$ cat src/pkg/pct_pkg.sv
// Constants and types shared by the paired channel pulse timer
package pct_pkg;
  localparam int COUNT_W = 16;
  localparam int PRESC_W = 16;

  // Register byte offsets
  localparam logic [7:0] OFF_POWER = 8'h00;
  localparam logic [7:0] OFF_MMODE = 8'h04;
  localparam logic [7:0] OFF_SMODE = 8'h08;
  localparam logic [7:0] OFF_MRELOAD = 8'h0c;
  localparam logic [7:0] OFF_SRELOAD = 8'h10;
  localparam logic [7:0] OFF_MCOUNT = 8'h14;
  localparam logic [7:0] OFF_SCOUNT = 8'h18;
  localparam logic [7:0] OFF_START = 8'h1c;
  localparam logic [7:0] OFF_STOP = 8'h20;
  localparam logic [7:0] OFF_ENSTAT = 8'h24;
  localparam logic [7:0] OFF_OUTCTL = 8'h28;
  localparam logic [7:0] OFF_CAPSTAT = 8'h2c;
  localparam logic [7:0] OFF_PRESC = 8'h30;

  // Field positions
  localparam int POWER_EN = 0;
  localparam int MODE_CKS_LSB = 0;
  localparam int MODE_EDGE_LO = 2;
  localparam int MODE_EDGE_HI = 3;
  localparam int MODE_PWM = 4;
  localparam int MMODE_W = 5;
  localparam int SMODE_W = 2;
  localparam int TRIG_MASTER = 0;
  localparam int TRIG_SLAVE = 1;
  localparam int OUT_VALUE = 0;
  localparam int OUT_EN = 1;
  localparam int OUT_POL = 2;
  localparam int OUT_MODE = 3;
  localparam int OUTCTL_W = 4;
  localparam int PRESC_CK1_LSB = 4;
  localparam int PRESC_FIELD_W = 4;

  // Clock select encodings
  localparam logic [1:0] CKS_CK0 = 2'b00;
  localparam logic [1:0] CKS_CK1 = 2'b10;

  // Reset values
  localparam logic [31:0] RESET_WORD = 32'h0000_0000;
  localparam logic [COUNT_W-1:0] COUNT_ZERO = 16'h0000;

  typedef enum logic [1:0] {
    M_IDLE = 2'b00,
    M_WAIT = 2'b01,
    M_COUNT = 2'b10
  } mstate_t;

  typedef enum logic [1:0] {
    S_IDLE = 2'b00,
    S_ARMED = 2'b01,
    S_COUNT = 2'b10
  } sstate_t;
endpackage

$ cat src/pkg/channel_count_if.sv
// Control and status carried between the sequencer and one channel counter
`timescale 1ns/1ps
interface channel_count_if #(parameter int W = 16);
  logic clr;
  logic load;
  logic tick;
  logic run;
  logic [W-1:0] reloadValue;
  logic [W-1:0] count;

  modport ctl (output clr, load, tick, run, reloadValue, input count);
  modport cnt (input clr, load, tick, run, reloadValue, output count);
endinterface

$ cat src/hw/pulse_channel_counter.sv
// One down-counter of a timer channel
`timescale 1ns/1ps
module pulse_channel_counter #(
  parameter int W = 16
) (
  input wire logic clk, // System clock
  input wire logic arst_n, // Asynchronous reset, active low
  channel_count_if.cnt ch // Counter control and value
);
  logic [W-1:0] count_reg;

  initial begin
    if (W < 2 || W > 32) begin
      $error("pulse_channel_counter: W out of range");
    end
  end

  // Load wins over counting; a stuck channel holds at zero
  always_ff @(posedge clk or negedge arst_n) begin
    if (!arst_n) begin
      count_reg <= '0;
    end else if (ch.clr) begin
      count_reg <= '0;
    end else if (ch.load) begin
      count_reg <= ch.reloadValue;
    end else if (ch.tick && ch.run && count_reg != '0) begin
      count_reg <= count_reg - 1'b1;
    end
  end

  assign ch.count = count_reg;
endmodule

$ cat src/hw/paired_channel_pulse_timer.sv
// Paired master/slave timer channels for one-shot pulse and PWM output
// Summary of operation
// - Joint start enables both, master waits trigger
// - Start bits self-clear, always read zero
// - Pin edge or start loads master, counts
// - One-shot master zero: interrupt, wait retrigger
// - Master interrupt loads and starts slave
// - Output active tick after, inactive at zero
// - Counters readable; capture status unused; output writable
// - Joint stop clears enables, holds counts, output
// - Output enable cleared: pin shows written value
// - Power enable off resets whole unit
// - PWM period reload+1 ticks, duty slave/period
// - Slave zero 0%, slave >= period 100%
// - PWM master: start interrupts, reloads each zero
// - PWM slave: one-count, interrupt at zero
// - PWM output active tick after master interrupt
// - Slave reload transfers at master interrupt, master reload too in PWM
// - Master channel even up to 6, slave higher
// - Clock select 00 prescaled 0, 10 prescaled 1
// - Polarity bit 0 active high, 1 low
`timescale 1ns/1ps
module paired_channel_pulse_timer #(
  parameter int MASTER_CH = 0,
  parameter int SLAVE_CH = 1
) (
  input wire logic clk, // System clock, 125 MHz
  input wire logic arst_n, // Asynchronous reset, active low
  input wire logic psel, // APB select
  input wire logic penable, // APB enable
  input wire logic pwrite, // APB write
  input wire logic [7:0] paddr, // APB byte address
  input wire logic [31:0] pwdata, // APB write data
  output logic [31:0] prdata, // APB read data
  output logic pready, // APB ready
  output logic pslverr, // APB error on unmapped address
  input wire logic masterTrigIn, // master_trigger_input pin
  output logic pulseOut, // pulse_output pin level
  output logic pulseOutEn, // Pin owned by timer, else port mode
  output logic masterIrq, // master_count_irq pulse
  output logic slaveIrq // slave_count_irq pulse
);
  localparam int W = pct_pkg::COUNT_W;

  initial begin
    if (MASTER_CH < 0 || MASTER_CH > 6 || MASTER_CH % 2 != 0) begin
      $error("paired_channel_pulse_timer: master must be 0, 2, 4 or 6");
    end
    if (SLAVE_CH <= MASTER_CH || SLAVE_CH > 7) begin
      $error("paired_channel_pulse_timer: slave must be above master");
    end
  end

  logic preadyReg;
  logic pslverrReg;
  logic [31:0] prdataReg;
  logic unitOnReg;
  logic [pct_pkg::MMODE_W-1:0] masterModeReg;
  logic [pct_pkg::SMODE_W-1:0] slaveModeReg;
  logic [W-1:0] masterReloadReg;
  logic [W-1:0] slaveReloadReg;
  logic [pct_pkg::OUTCTL_W-1:0] outCtlReg;
  logic [7:0] prescReg;
  logic [pct_pkg::PRESC_W-1:0] prescCntReg;
  logic masterEnReg;
  logic slaveEnReg;
  logic trigPrevReg;
  logic masterIrqReg;
  logic slaveIrqReg;
  logic pulseOutEnReg;
  pct_pkg::mstate_t mState;
  pct_pkg::mstate_t mStateNext;
  pct_pkg::sstate_t sState;
  pct_pkg::sstate_t sStateNext;

  channel_count_if #(.W(W)) mIf ();
  channel_count_if #(.W(W)) sIf ();

  pulse_channel_counter #(.W(W)) masterCounter (
    .clk(clk),
    .arst_n(arst_n),
    .ch(mIf)
  );

  pulse_channel_counter #(.W(W)) slaveCounter (
    .clk(clk),
    .arst_n(arst_n),
    .ch(sIf)
  );

  // Bus decode: a write lands on the edge that completes the access
  logic access;
  logic wr;
  logic wrStart;
  logic wrStop;
  logic startM;
  logic startS;
  logic stopM;
  logic stopS;
  logic mapped;

  assign access = psel && penable;
  assign wr = access && pwrite && preadyReg && unitOnReg;
  assign wrStart = wr && paddr == pct_pkg::OFF_START;
  assign wrStop = wr && paddr == pct_pkg::OFF_STOP;
  assign startM = wrStart && pwdata[pct_pkg::TRIG_MASTER];
  assign startS = wrStart && pwdata[pct_pkg::TRIG_SLAVE];
  assign stopM = wrStop && pwdata[pct_pkg::TRIG_MASTER];
  assign stopS = wrStop && pwdata[pct_pkg::TRIG_SLAVE];

  always_comb begin
    unique case (paddr)
      pct_pkg::OFF_POWER, pct_pkg::OFF_MMODE, pct_pkg::OFF_SMODE,
      pct_pkg::OFF_MRELOAD, pct_pkg::OFF_SRELOAD, pct_pkg::OFF_MCOUNT,
      pct_pkg::OFF_SCOUNT, pct_pkg::OFF_START, pct_pkg::OFF_STOP,
      pct_pkg::OFF_ENSTAT, pct_pkg::OFF_OUTCTL, pct_pkg::OFF_CAPSTAT,
      pct_pkg::OFF_PRESC: mapped = 1'b1;
      default: mapped = 1'b0;
    endcase
  end

  // Count clocks from the prescaler
  localparam int PRESC_W_T = pct_pkg::PRESC_W;
  logic [PRESC_W_T-1:0] mask0;
  logic [PRESC_W_T-1:0] mask1;
  logic tick0;
  logic tick1;
  logic tickM;
  logic tickS;

  assign mask0 = PRESC_W_T'((32'h1 << prescReg[pct_pkg::PRESC_FIELD_W-1:0]) - 32'h1);
  assign mask1 = PRESC_W_T'((32'h1 << prescReg[pct_pkg::PRESC_CK1_LSB +:
                  pct_pkg::PRESC_FIELD_W]) - 32'h1);
  assign tick0 = unitOnReg && (prescCntReg & mask0) == mask0;
  assign tick1 = unitOnReg && (prescCntReg & mask1) == mask1;
  assign tickM = masterModeReg[pct_pkg::MODE_CKS_LSB +: 2] == pct_pkg::CKS_CK1 ? tick1 : tick0;
  assign tickS = slaveModeReg[pct_pkg::MODE_CKS_LSB +: 2] == pct_pkg::CKS_CK1 ? tick1 : tick0;

  always_ff @(posedge clk or negedge arst_n) begin
    if (!arst_n) begin
      prescCntReg <= '0;
    end else if (!unitOnReg) begin
      prescCntReg <= '0;
    end else begin
      prescCntReg <= prescCntReg + 1'b1;
    end
  end

  // Trigger pin edge detect: 00 falling, 01 rising, 1x both
  logic pinEdge;
  logic rise;
  logic fall;
  logic pwm;

  assign rise = masterTrigIn && !trigPrevReg;
  assign fall = !masterTrigIn && trigPrevReg;
  assign pwm = masterModeReg[pct_pkg::MODE_PWM];
  always_comb begin
    if (masterModeReg[pct_pkg::MODE_EDGE_HI]) begin
      pinEdge = rise || fall;
    end else if (masterModeReg[pct_pkg::MODE_EDGE_LO]) begin
      pinEdge = rise;
    end else begin
      pinEdge = fall;
    end
  end

  always_ff @(posedge clk or negedge arst_n) begin
    if (!arst_n) begin
      trigPrevReg <= 1'b0;
    end else begin
      trigPrevReg <= masterTrigIn;
    end
  end

  // Master sequencer
  logic mLoad;
  logic mIrq;

  always_comb begin
    mStateNext = mState;
    mLoad = 1'b0;
    mIrq = 1'b0;
    unique case (mState)
      pct_pkg::M_IDLE: begin
        if (startM && pwm) begin
          mIrq = 1'b1;
          mLoad = 1'b1;
          mStateNext = pct_pkg::M_COUNT;
        end else if (startM) begin
          mStateNext = pct_pkg::M_WAIT;
        end
      end
      pct_pkg::M_WAIT: begin
        if (startM || pinEdge) begin
          mLoad = 1'b1;
          mStateNext = pct_pkg::M_COUNT;
        end
      end
      pct_pkg::M_COUNT: begin
        if (tickM && mIf.count == pct_pkg::COUNT_ZERO) begin
          mIrq = 1'b1;
          if (pwm) begin
            mLoad = 1'b1;
          end else begin
            mStateNext = pct_pkg::M_WAIT;
          end
        end
      end
      default: mStateNext = pct_pkg::M_IDLE;
    endcase
    if (stopM) begin
      mStateNext = pct_pkg::M_IDLE;
      mLoad = 1'b0;
      mIrq = 1'b0;
    end
  end

  // Slave sequencer, started only by the master interrupt
  logic sLoad;
  logic sIrq;
  logic setActive;
  logic setInactive;

  always_comb begin
    sStateNext = sState;
    sLoad = 1'b0;
    sIrq = 1'b0;
    setActive = 1'b0;
    setInactive = 1'b0;
    unique case (sState)
      pct_pkg::S_IDLE: sStateNext = pct_pkg::S_IDLE;
      pct_pkg::S_ARMED: begin
        if (tickS && sIf.count != pct_pkg::COUNT_ZERO) begin
          setActive = 1'b1;
          sStateNext = pct_pkg::S_COUNT;
        end else if (tickS) begin
          setInactive = 1'b1;
          sIrq = 1'b1;
          sStateNext = pct_pkg::S_IDLE;
        end
      end
      pct_pkg::S_COUNT: begin
        if (tickS && sIf.count == pct_pkg::COUNT_ZERO) begin
          setInactive = 1'b1;
          sIrq = 1'b1;
          sStateNext = pct_pkg::S_IDLE;
        end
      end
      default: sStateNext = pct_pkg::S_IDLE;
    endcase
    // Reload on the zero tick still ends the pulse, else duty R of R+1 reads 100%
    if (mIrq && slaveEnReg) begin
      sLoad = 1'b1;
      sStateNext = pct_pkg::S_ARMED;
    end
    if (stopS) begin
      sStateNext = pct_pkg::S_IDLE;
      sLoad = 1'b0;
      sIrq = 1'b0;
      setActive = 1'b0;
      setInactive = 1'b0;
    end
  end

  // Master reload moves at the master interrupt in PWM, slave always
  assign mIf.clr = !unitOnReg;
  assign mIf.load = mLoad;
  assign mIf.tick = tickM;
  assign mIf.run = mState == pct_pkg::M_COUNT;
  assign mIf.reloadValue = masterReloadReg;
  assign sIf.clr = !unitOnReg;
  assign sIf.load = sLoad;
  assign sIf.tick = tickS;
  assign sIf.run = sState != pct_pkg::S_IDLE;
  assign sIf.reloadValue = slaveReloadReg;

  always_ff @(posedge clk or negedge arst_n) begin
    if (!arst_n) begin
      mState <= pct_pkg::M_IDLE;
      sState <= pct_pkg::S_IDLE;
    end else if (!unitOnReg) begin
      mState <= pct_pkg::M_IDLE;
      sState <= pct_pkg::S_IDLE;
    end else begin
      mState <= mStateNext;
      sState <= sStateNext;
    end
  end

  // Enable status: stop wins over start
  always_ff @(posedge clk or negedge arst_n) begin
    if (!arst_n) begin
      masterEnReg <= 1'b0;
      slaveEnReg <= 1'b0;
    end else if (!unitOnReg) begin
      masterEnReg <= 1'b0;
      slaveEnReg <= 1'b0;
    end else begin
      if (stopM) begin
        masterEnReg <= 1'b0;
      end else if (startM) begin
        masterEnReg <= 1'b1;
      end
      if (stopS) begin
        slaveEnReg <= 1'b0;
      end else if (startS) begin
        slaveEnReg <= 1'b1;
      end
    end
  end

  always_ff @(posedge clk or negedge arst_n) begin
    if (!arst_n) begin
      masterIrqReg <= 1'b0;
      slaveIrqReg <= 1'b0;
    end else begin
      masterIrqReg <= mIrq;
      slaveIrqReg <= sIrq;
    end
  end

  // Configuration registers; power-off clears all but the power bit
  always_ff @(posedge clk or negedge arst_n) begin
    if (!arst_n) begin
      unitOnReg <= 1'b0;
    end else if (access && pwrite && preadyReg && paddr == pct_pkg::OFF_POWER) begin
      unitOnReg <= pwdata[pct_pkg::POWER_EN];
    end
  end

  always_ff @(posedge clk or negedge arst_n) begin
    if (!arst_n) begin
      masterModeReg <= '0;
      slaveModeReg <= '0;
      masterReloadReg <= '0;
      slaveReloadReg <= '0;
      prescReg <= '0;
    end else if (!unitOnReg) begin
      masterModeReg <= '0;
      slaveModeReg <= '0;
      masterReloadReg <= '0;
      slaveReloadReg <= '0;
      prescReg <= '0;
    end else if (wr) begin
      unique case (paddr)
        pct_pkg::OFF_MMODE: masterModeReg <= pwdata[pct_pkg::MMODE_W-1:0];
        pct_pkg::OFF_SMODE: slaveModeReg <= pwdata[pct_pkg::SMODE_W-1:0];
        pct_pkg::OFF_MRELOAD: masterReloadReg <= pwdata[W-1:0];
        pct_pkg::OFF_SRELOAD: slaveReloadReg <= pwdata[W-1:0];
        pct_pkg::OFF_PRESC: prescReg <= pwdata[7:0];
        default: prescReg <= prescReg;
      endcase
    end
  end

  // Output control; hardware owns the level only while enabled
  logic hwOut;
  assign hwOut = outCtlReg[pct_pkg::OUT_EN] && outCtlReg[pct_pkg::OUT_MODE];

  always_ff @(posedge clk or negedge arst_n) begin
    if (!arst_n) begin
      outCtlReg <= '0;
    end else if (!unitOnReg) begin
      outCtlReg <= '0;
    end else begin
      if (wr && paddr == pct_pkg::OFF_OUTCTL) begin
        outCtlReg[pct_pkg::OUT_EN] <= pwdata[pct_pkg::OUT_EN];
        outCtlReg[pct_pkg::OUT_POL] <= pwdata[pct_pkg::OUT_POL];
        outCtlReg[pct_pkg::OUT_MODE] <= pwdata[pct_pkg::OUT_MODE];
        if (!outCtlReg[pct_pkg::OUT_EN]) begin
          outCtlReg[pct_pkg::OUT_VALUE] <= pwdata[pct_pkg::OUT_VALUE];
        end
      end
      // Hardware level change wins over a same-cycle software write
      if (hwOut && setActive) begin
        outCtlReg[pct_pkg::OUT_VALUE] <= !outCtlReg[pct_pkg::OUT_POL];
      end else if (hwOut && setInactive) begin
        outCtlReg[pct_pkg::OUT_VALUE] <= outCtlReg[pct_pkg::OUT_POL];
      end
    end
  end

  always_ff @(posedge clk or negedge arst_n) begin
    if (!arst_n) begin
      pulseOutEnReg <= 1'b0;
    end else begin
      pulseOutEnReg <= unitOnReg && outCtlReg[pct_pkg::OUT_MODE];
    end
  end

  // APB answer: ready one cycle into the access phase
  always_ff @(posedge clk or negedge arst_n) begin
    if (!arst_n) begin
      preadyReg <= 1'b0;
      pslverrReg <= 1'b0;
    end else begin
      preadyReg <= access && !preadyReg;
      pslverrReg <= access && !preadyReg && !mapped;
    end
  end

  always_ff @(posedge clk or negedge arst_n) begin
    if (!arst_n) begin
      prdataReg <= pct_pkg::RESET_WORD;
    end else if (access && !preadyReg && !pwrite) begin
      prdataReg <= pct_pkg::RESET_WORD;
      unique case (paddr)
        pct_pkg::OFF_POWER: prdataReg[pct_pkg::POWER_EN] <= unitOnReg;
        pct_pkg::OFF_MMODE: prdataReg[pct_pkg::MMODE_W-1:0] <= masterModeReg;
        pct_pkg::OFF_SMODE: prdataReg[pct_pkg::SMODE_W-1:0] <= slaveModeReg;
        pct_pkg::OFF_MRELOAD: prdataReg[W-1:0] <= masterReloadReg;
        pct_pkg::OFF_SRELOAD: prdataReg[W-1:0] <= slaveReloadReg;
        pct_pkg::OFF_MCOUNT: prdataReg[W-1:0] <= mIf.count;
        pct_pkg::OFF_SCOUNT: prdataReg[W-1:0] <= sIf.count;
        pct_pkg::OFF_ENSTAT: begin
          prdataReg[pct_pkg::TRIG_MASTER] <= masterEnReg;
          prdataReg[pct_pkg::TRIG_SLAVE] <= slaveEnReg;
        end
        pct_pkg::OFF_OUTCTL: prdataReg[pct_pkg::OUTCTL_W-1:0] <= outCtlReg;
        pct_pkg::OFF_PRESC: prdataReg[7:0] <= prescReg;
        // Start, stop and capture status always read zero
        default: prdataReg <= pct_pkg::RESET_WORD;
      endcase
    end
  end

  assign prdata = prdataReg;
  assign pready = preadyReg;
  assign pslverr = pslverrReg;
  assign pulseOut = outCtlReg[pct_pkg::OUT_VALUE];
  assign pulseOutEn = pulseOutEnReg;
  assign masterIrq = masterIrqReg;
  assign slaveIrq = slaveIrqReg;
endmodule

$ cat config.mk
export PLATFORM = sky130hd
export DESIGN_NAME = paired_channel_pulse_timer
export DESIGN_NICKNAME = d
export VERILOG_FILES = /design/src/pkg/pct_pkg.sv /design/src/pkg/channel_count_if.sv /design/src/hw/pulse_channel_counter.sv /design/src/hw/paired_channel_pulse_timer.sv
export SDC_FILE = /design/constraint.sdc
export NUM_CORES = 1
export LEC_CHECK = 0
export ABC_AREA = 0
export BUFFER_PORTS_ARGS = -buffer_cell sky130_fd_sc_hd__buf_4
export CAP_MARGIN = 10
export CORE_AREA = 2 2 145 147
export DETAILED_ROUTE_END_ITERATION = 8
export DIE_AREA = 0 0 147 149
export MAX_ROUTING_LAYER = met4
export PLACE_DENSITY_LB_ADDON = 0.15
export SLEW_MARGIN = 40
export SYNTH_ARGS = -nofsm -noshare
export SYNTH_HDL_FRONTEND = slang
export SYNTH_HIERARCHICAL = 1
export SYNTH_SLANG_ARGS = --single-unit
$ cat constraint.sdc
create_clock -name clk -period 4.43 [get_ports clk]
set_clock_uncertainty 0.2 [all_clocks]
set_input_delay 0.886 -clock clk [delete_from_list [all_inputs] [get_ports clk]]
set_output_delay 0.886 -clock clk [all_outputs]
set_load 0.005 [all_outputs]
; ---- Word level (Yosys, flattened, before mapping)
; Memories as Yosys holds them, arrays and structs flattened.
; Cells that the tools add are included.
[word_totals]
mem_bits_ro = 64
n_memories = 1
wordCells = 204
out_inout_bits = 38
register_bits = 128
[mem_list]
columns = name, depth, word_bits, read_ports, rd_clocked_by_memory_dff, write_ports, line
row1 = (name not given), 64, 1, 1, 0, 0, paired_channel_pulse_timer.sv:112  ; unique case (paddr)
[op_classes]
shifts = 2
reduce_logical = 56
n_mux = 78
bitwise = 2
add_sub_neg = 5
n_eq_ne = 38
[op_table]
columns = operator, count
row1 = 2-to-1 mux 16 bit, 13
row2 = "subtractor 16 x 1 -> 16 bit, second input constant", 4
row3 = bitwise AND 16 bit, 2
row4 = equality test 16 bit, 2
row5 = "equality test 8 x 5 -> 1 bit, second input constant", 4
row6 = "equality test 8 x 6 -> 1 bit, second input constant", 4
row7 = logical AND 1 bit, 32
row8 = logical NOT 16 bit, 2
row9 = 2-to-1 mux 2 bit, 16
row10 = case mux 8 bit (4 select lines), 1
row11 = nonzero test 16 bit, 2
row12 = "left shift 1 x 4 -> 16 bit, first input constant", 2
row13 = 2-to-1 mux 1 bit, 30
row14 = 2-to-1 mux 8 bit, 3
row15 = "adder 16 x 1 -> 16 bit, second input constant", 1
row16 = "equality test 8 x 4 -> 1 bit, second input constant", 2
row17 = 2-to-1 mux 5 bit, 3
row18 = case mux 3 bit (5 select lines), 1
row19 = "inequality test 2 x 1 -> 1 bit, second input constant", 7
row20 = case mux 2 bit (7 select lines), 1
row21 = AND reduction 2 bit, 7
row22 = "inequality test 3 x 1 -> 1 bit, second input constant", 4
row23 = "inequality test 4 bit, second input constant", 3
row24 = "inequality test 5 bit, second input constant", 2
row25 = other kinds (20), 33

; ---- Depth between registers and ports, before layout
[logic_depth]
ltp_word = 15
ltp_mapped = 18
ltp_nobuf = 14

; ---- Cells and area by module
; The synthesis kept the hierarchy.
[by_module_without_submodules]
columns = module, seq_area_each_um2, n_inst, area_each_um2, cells_per_inst
row1 = paired_channel_pulse_timer, 2377.3, 1, 5711.7, 677
row2 = pulse_channel_counter, 400.4, 2, 1158.6, 123

; ---- Worst setup path after synthesis
; Ideal clock, no wire load.
[synth_path]
path_type = register to register
from = reg prescReg[5]
to = reg slaveCounter.count_reg[14] (netlist: slaveCounter/ch.count[14])
setup_time_ps = 99
required_ps = 4131
synth_period_minus_slack_ps = 3824
arrival_ps = 3524
stages_incl_launch_ff = 17
slack_ps = 606
cell_sequence = dfrtp_1 -> buf_6 -> buf_6 -> nor2_1 -> nand3_1 -> ha_1 -> buf_4 -> inv_1 -> o221ai_1 -> o21ai_0 -> or4b_4 -> o32ai_2 -> a21oi_2 -> nor4_2 -> inv_2 -> clkbuf_1 -> a311oi_1
[synth_via]
elab_chain_len = 15
elab_cells_between_ends = 19
[synth_lines]
columns = item, line
row1 = from (decl), paired_channel_pulse_timer.sv:63  ; logic [7:0] prescReg;
row2 = from (signal assigned), paired_channel_pulse_timer.sv:351  ; pct_pkg::OFF_PRESC: prescReg <= pwdata[7:0];
row3 = from (signal assigned), paired_channel_pulse_timer.sv:352  ; default: prescReg <= prescReg;
row4 = left shift 1 x 4 -> 16 bit *, paired_channel_pulse_timer.sv:132  ; assign mask1 = PRESC_W_T'((32'h1 << prescReg[pct_pkg::PRESC_CK1_LSB +:
row5 = subtractor 16 x 1 -> 16 bit *, paired_channel_pulse_timer.sv:133  ; pct_pkg::PRESC_FIELD_W]) - 32'h1);
row6 = bitwise AND 16 bit, paired_channel_pulse_timer.sv:135  ; assign tick1 = unitOnReg && (prescCntReg & mask1) == mask1;
row7 = equality test 16 bit *, paired_channel_pulse_timer.sv:135
row8 = logical AND 1 bit *, paired_channel_pulse_timer.sv:135
row9 = 2-to-1 mux 1 bit *, paired_channel_pulse_timer.sv:136  ; assign tickM = masterModeReg[pct_pkg::MODE_CKS_LSB +: 2] == pct_pkg::CKS_CK1 ? tick1 : tick0;
row10 = logical AND 1 bit *, paired_channel_pulse_timer.sv:201  ; if (tickM && mIf.count == pct_pkg::COUNT_ZERO) begin
row11 = 2-to-1 mux 1 bit *, paired_channel_pulse_timer.sv:201
row12 = case mux 1 bit (2 select lines) *, paired_channel_pulse_timer.sv:184  ; unique case (mState)
row13 = 2-to-1 mux 1 bit *, paired_channel_pulse_timer.sv:212  ; if (stopM) begin
row14 = logical AND 1 bit *, paired_channel_pulse_timer.sv:253  ; if (mIrq && slaveEnReg) begin
row15 = 2-to-1 mux 1 bit *, paired_channel_pulse_timer.sv:253
row16 = 2-to-1 mux 1 bit *, paired_channel_pulse_timer.sv:257  ; if (stopS) begin
row17 = net sIf.load, channel_count_if.sv:5  ; logic load;
row18 = 2-to-1 mux 16 bit, pulse_channel_counter.sv:24  ; end else if (ch.load) begin
row19 = 2-to-1 mux 16 bit, pulse_channel_counter.sv:22  ; end else if (ch.clr) begin
row20 = to (signal assigned), pulse_channel_counter.sv:25  ; count_reg <= ch.reloadValue;
row21 = to (signal assigned), pulse_channel_counter.sv:27  ; count_reg <= count_reg - 1'b1;
row22 = to (decl), pulse_channel_counter.sv:10  ; logic [W-1:0] count_reg;
; Mark *: on every way through the listed nets, which the timed path passes. The rest lies on a longest branch.
; A chain may end at the register's enable or synchronous reset.

; ---- Final worst setup path
[layout_path]
from = reg prescReg[3]
to = reg slaveCounter.count_reg[13] (netlist: slaveCounter/ch.count[13])
[layout_via]
elab_cells_between_ends = 19
[layout_rtl]
columns = item, line
row1 = left shift 1 x 4 -> 16 bit *, paired_channel_pulse_timer.sv:131  ; assign mask0 = PRESC_W_T'((32'h1 << prescReg[pct_pkg::PRESC_FIELD_W-1:0]) - 32'h1);
row2 = subtractor 16 x 1 -> 16 bit *, paired_channel_pulse_timer.sv:131
row3 = bitwise AND 16 bit, paired_channel_pulse_timer.sv:134  ; assign tick0 = unitOnReg && (prescCntReg & mask0) == mask0;
row4 = equality test 16 bit *, paired_channel_pulse_timer.sv:134
row5 = logical AND 1 bit *, paired_channel_pulse_timer.sv:134
row6 = 2-to-1 mux 1 bit *, paired_channel_pulse_timer.sv:137  ; assign tickS = slaveModeReg[pct_pkg::MODE_CKS_LSB +: 2] == pct_pkg::CKS_CK1 ? tick1 : tick0;
row7 = net sIf.tick, channel_count_if.sv:6  ; logic tick;
row8 = logical AND 1 bit * (2 in a row), pulse_channel_counter.sv:26  ; end else if (ch.tick && ch.run && count_reg != '0) begin
row9 = inequality test 3 x 1 -> 1 bit (no line) *, -
; Marked as above.

==> flow_summary_export.csv <==
group,metric,value,unit
clock_network,clock-root-buffer,"clkbuf_16",
outcome,status,"completed",
logic_synthesis,ys_ff_latch,127,
power,power.switching,0.627,mW
critical_path,cp.arrival,4.26,ns
die,rows,53,
logic_synthesis,syn-cell-area,8030,µm²
job,timing.max_cap.violations,0,
clock_network,cts-buffers-inserted,17,
drt,postRouteAntennaNets,0,
critical_path,critPathLaunchType,"flop",
layout,final_cell_mix,"145 x nand2_1, 127 x dfrtp_1, 90 x nor2_1, 77 x buf_4, 64 x a21oi_1",
placed_design,io_buffers,51,
sta,finalCriticalPeriod,4.13,ns
critical_path,crit_path_max_incr_delay,0.51,ns
layout,drive_gt1_share,16.5,%
clock_network,cts_setup_buffers,0,
die,fp.dieH,149,µm
layout,layout-area-overhead-vs-synth,14.8,%
placed_design,dp_hpwl,17600,µm
drt,vias,7467,
drt,dr.pass1.iters,6,
critical_path,cp_num_buf_inv,2,
logic_synthesis,synth_ff_type,"dfrtp_1",
die,dieArea,21900,µm²
grt,grt_busiest_layer,"met2",
grt,grtUsageMet2,40.1,%
power,swShare,23.1,%
grt,grt_usage,24.7,%
layout,num_antenna_cells,0,
grt,overflow,0,
grt,met3_usage,3.79,%
clock_network,cts_tree,"yes",
critical_path,path_delay_family,"simple AND/OR/NAND/NOR gates",
sta,grt_setup_unrepaired,"false",
logic_synthesis,syn_area_per_cell,8.70,µm²
layout,stdcell_count,1248,
grt,grt_pass1_vias,7191,
drt,wirelength,25500,µm
die,num_io_pins,84,
clock_network,worstSkewPairLatency,0.43,ns
power,power.internal,2.09,mW
die,core_region_area,20600,µm²
critical_path,end_kind,"flop",
logic_synthesis,yosysUniqueCellTypes,79,
critical_path,worstSetupPathType,"flop to flop",
placed_design,dp_cells,1217,
critical_path,cp_max_fo,10,
power,pwr-share-seq,43.8,%
sta,drv_slew,0,
drt,drt_iter0_markers,691,
power,p_per_area,294,nW/µm²
clock_network,clkTransAtPathRegs,0.06,ns
critical_path,ff2ff_setup_slack,0.30,ns
logic_synthesis,netlist.top_cell.by_area,"dfrtp_1",
power,p_clk_share,51.9,%
power,comb_power_share,4.3,%
layout,final_common_cell,"nand2_1",
sta,setup_viol,0,
grt,grt_pass1_wl,40700,µm
critical_path,required,4.56,ns
clock_network,cts_sinks,127,
critical_path,crit_top_cell,"inv_1",
die,start_util,39.1,%
logic_synthesis,synth_edf_count,0,
logic_synthesis,synth_top_area_share,39.6,%
clock_network,cts_max_path_buffers,2,
grt,grt_max_degree,74,
die,die_w,147,µm
layout,finish.net_count,1017,
sta,setup-tns-final,0,ns
logic_synthesis,synth.area.top_cells,"dfrtp_1 40%, nand2_1 6.8%, nor2_1 4.3%",
sta,fmax,242,MHz
sta,worst_slew_pin_slew,0.793,ns
sta,timing.final.hold_violations,0,
power,ir_worst_vdd,268,µV
grt,globalRouteMet1Util,31.5,%
sta,max_slew_margin,47.0,%
drt,drcViolationCount,0,
critical_path,crit_slowest_cell,"dfrtp_1",
sta,timing.final.crit_share,93.2,%
grt,antenna_found_initial,0,
power,p_leak,3.60,nW
logic_synthesis,yosys_warnings,6,
hold_path,hp-class,"flop to flop",
placed_design,gp_congestion,0.844,
drt,wl_per_cell,20.4,µm
logic_synthesis,yosysSeqAreaShare,39.6,%
logic_synthesis,ys_async_sr_fraction,100,%
drt,via_per_inst,5.98,
critical_path,worstPathCellList,"nor2_1 -> nand2_1 -> ha_1 -> inv_1 -> o31ai_1 -> a222oi_1 -> nand4_1 -> nor3_2 -> nor2_2 -> inv_1 -> and2_1 -> nand4_2 -> or4_1 -> a311oi_2",
clock_network,cts_max_level,4,
logic_synthesis,syn_inst,923,
[worst paths after layout]
kind,to,cells past startpoint,from
hold / removal,prdata[0],1,prdata[0]
min in group asynchronous,slaveIrq,1,arst_n
setup / recovery,slaveCounter/ch.count[13],14,prescReg[3]
setup reg to reg,slaveCounter/ch.count[13],14,prescReg[3]
max in group asynchronous,prdata[5],2,arst_n
hold reg to reg,prdata[0],1,prdata[0]
[repair_timing]
action	4_1_cts	5_1_grt
resized for setup	0	1
hold buffers	0	0
endpoints found under the hold margin	0	0
endpoints found under the setup margin	0	2
[final cells by class]
class | instances | area [µm²]
fillers | 2049 | 11300
clock inverters | 9 | 110
repair buffers | 79 | 609
well taps | 275 | 344
inverters | 24 | 91.3
multi-input cells | 712 | 4410
clock buffers | 22 | 474
flip-flops and latches | 127 | 3180
[metal layers]
metal  wire length [µm]  vias up
met5                  0        -
met4                745        0
met3               1330       43
met2              12200      258
met1              11200     3696
li1                   -     3470
[power groups by stage]
stage / combinational, mW / sequential [mW] / clock [mW]
after CTS: 0.119 / 1.19 / 1.43
after global routing: 0.131 / 1.19 / 1.48
after floorplan: 0.0444 / 1.20 / 0
final: 0.117 / 1.19 / 1.41
after global placement: 0.118 / 1.21 / 0
after detailed placement: 0.119 / 1.21 / 0
[cells in the mapped netlist, drive strengths merged, types with 5 or more instances]
master / n
nand2: 145
dfrtp: 127
nor2: 94
a21oi: 66
buf: 38
clkbuf: 37
nand3: 32
a311oi: 30
nor4: 30
o21ai: 27
inv: 24
or4: 21
nor3: 20
a222oi: 18
o31ai: 15
nand2b: 14
or3: 14
nand4: 13
xor2: 11
a22o: 10
a31oi: 10
ha: 10
a22oi: 9
and3: 8
nor2b: 8
and2: 6
a221oi: 5
nand4b: 5
o31a: 5
xnor2: 5
[cells by family (layout without fill, tap and decap cells)]
logic type               count (synthesis)  in the layout  share of synthesized area [%]
AO/OA/AOI/OAI                          228            228                           20.9
XOR/XNOR                                16             16                           1.75
adder cells (fa/ha/maj)                 10             10                           1.56
buffers and inverters                   99            134                           6.40
flip-flops                             127            127                           39.6
multiplexers                             4              4                          0.530
other                                    1             16                         0.0467
AND/OR/NAND/NOR                        438            438                           29.3
[worst reg2reg max path: stages (launching register included)]
cell,delay (ns)
dfrtp_1,0.51
nor2_1,0.18
nand2_1,0.07
ha_1,0.30
inv_1,0.18
o31ai_1,0.10
a222oi_1,0.35
nand4_1,0.29
nor3_2,0.38
nor2_2,0.10
inv_1,0.13
and2_1,0.33
nand4_2,0.22
or4_1,0.47
a311oi_2,0.24
[stage by stage]
step	setup WS, ns	utilization [%]	total power [mW]	hold slack [ns]	instance area [µm²]
floorplan	0.606	-	1.25	0.267	8090
global placement	0.401	42.0	1.33	0.263	8630
detailed placement	0.390	42.0	1.33	0.271	8630
CTS	0.386	44.8	2.74	0.284	9210
global route	0.0169	44.8	2.80	0.312	9210
finish	0.301	44.8	2.71	0.278	9210
No activity file was read; power rests on OpenSTA's default activity.
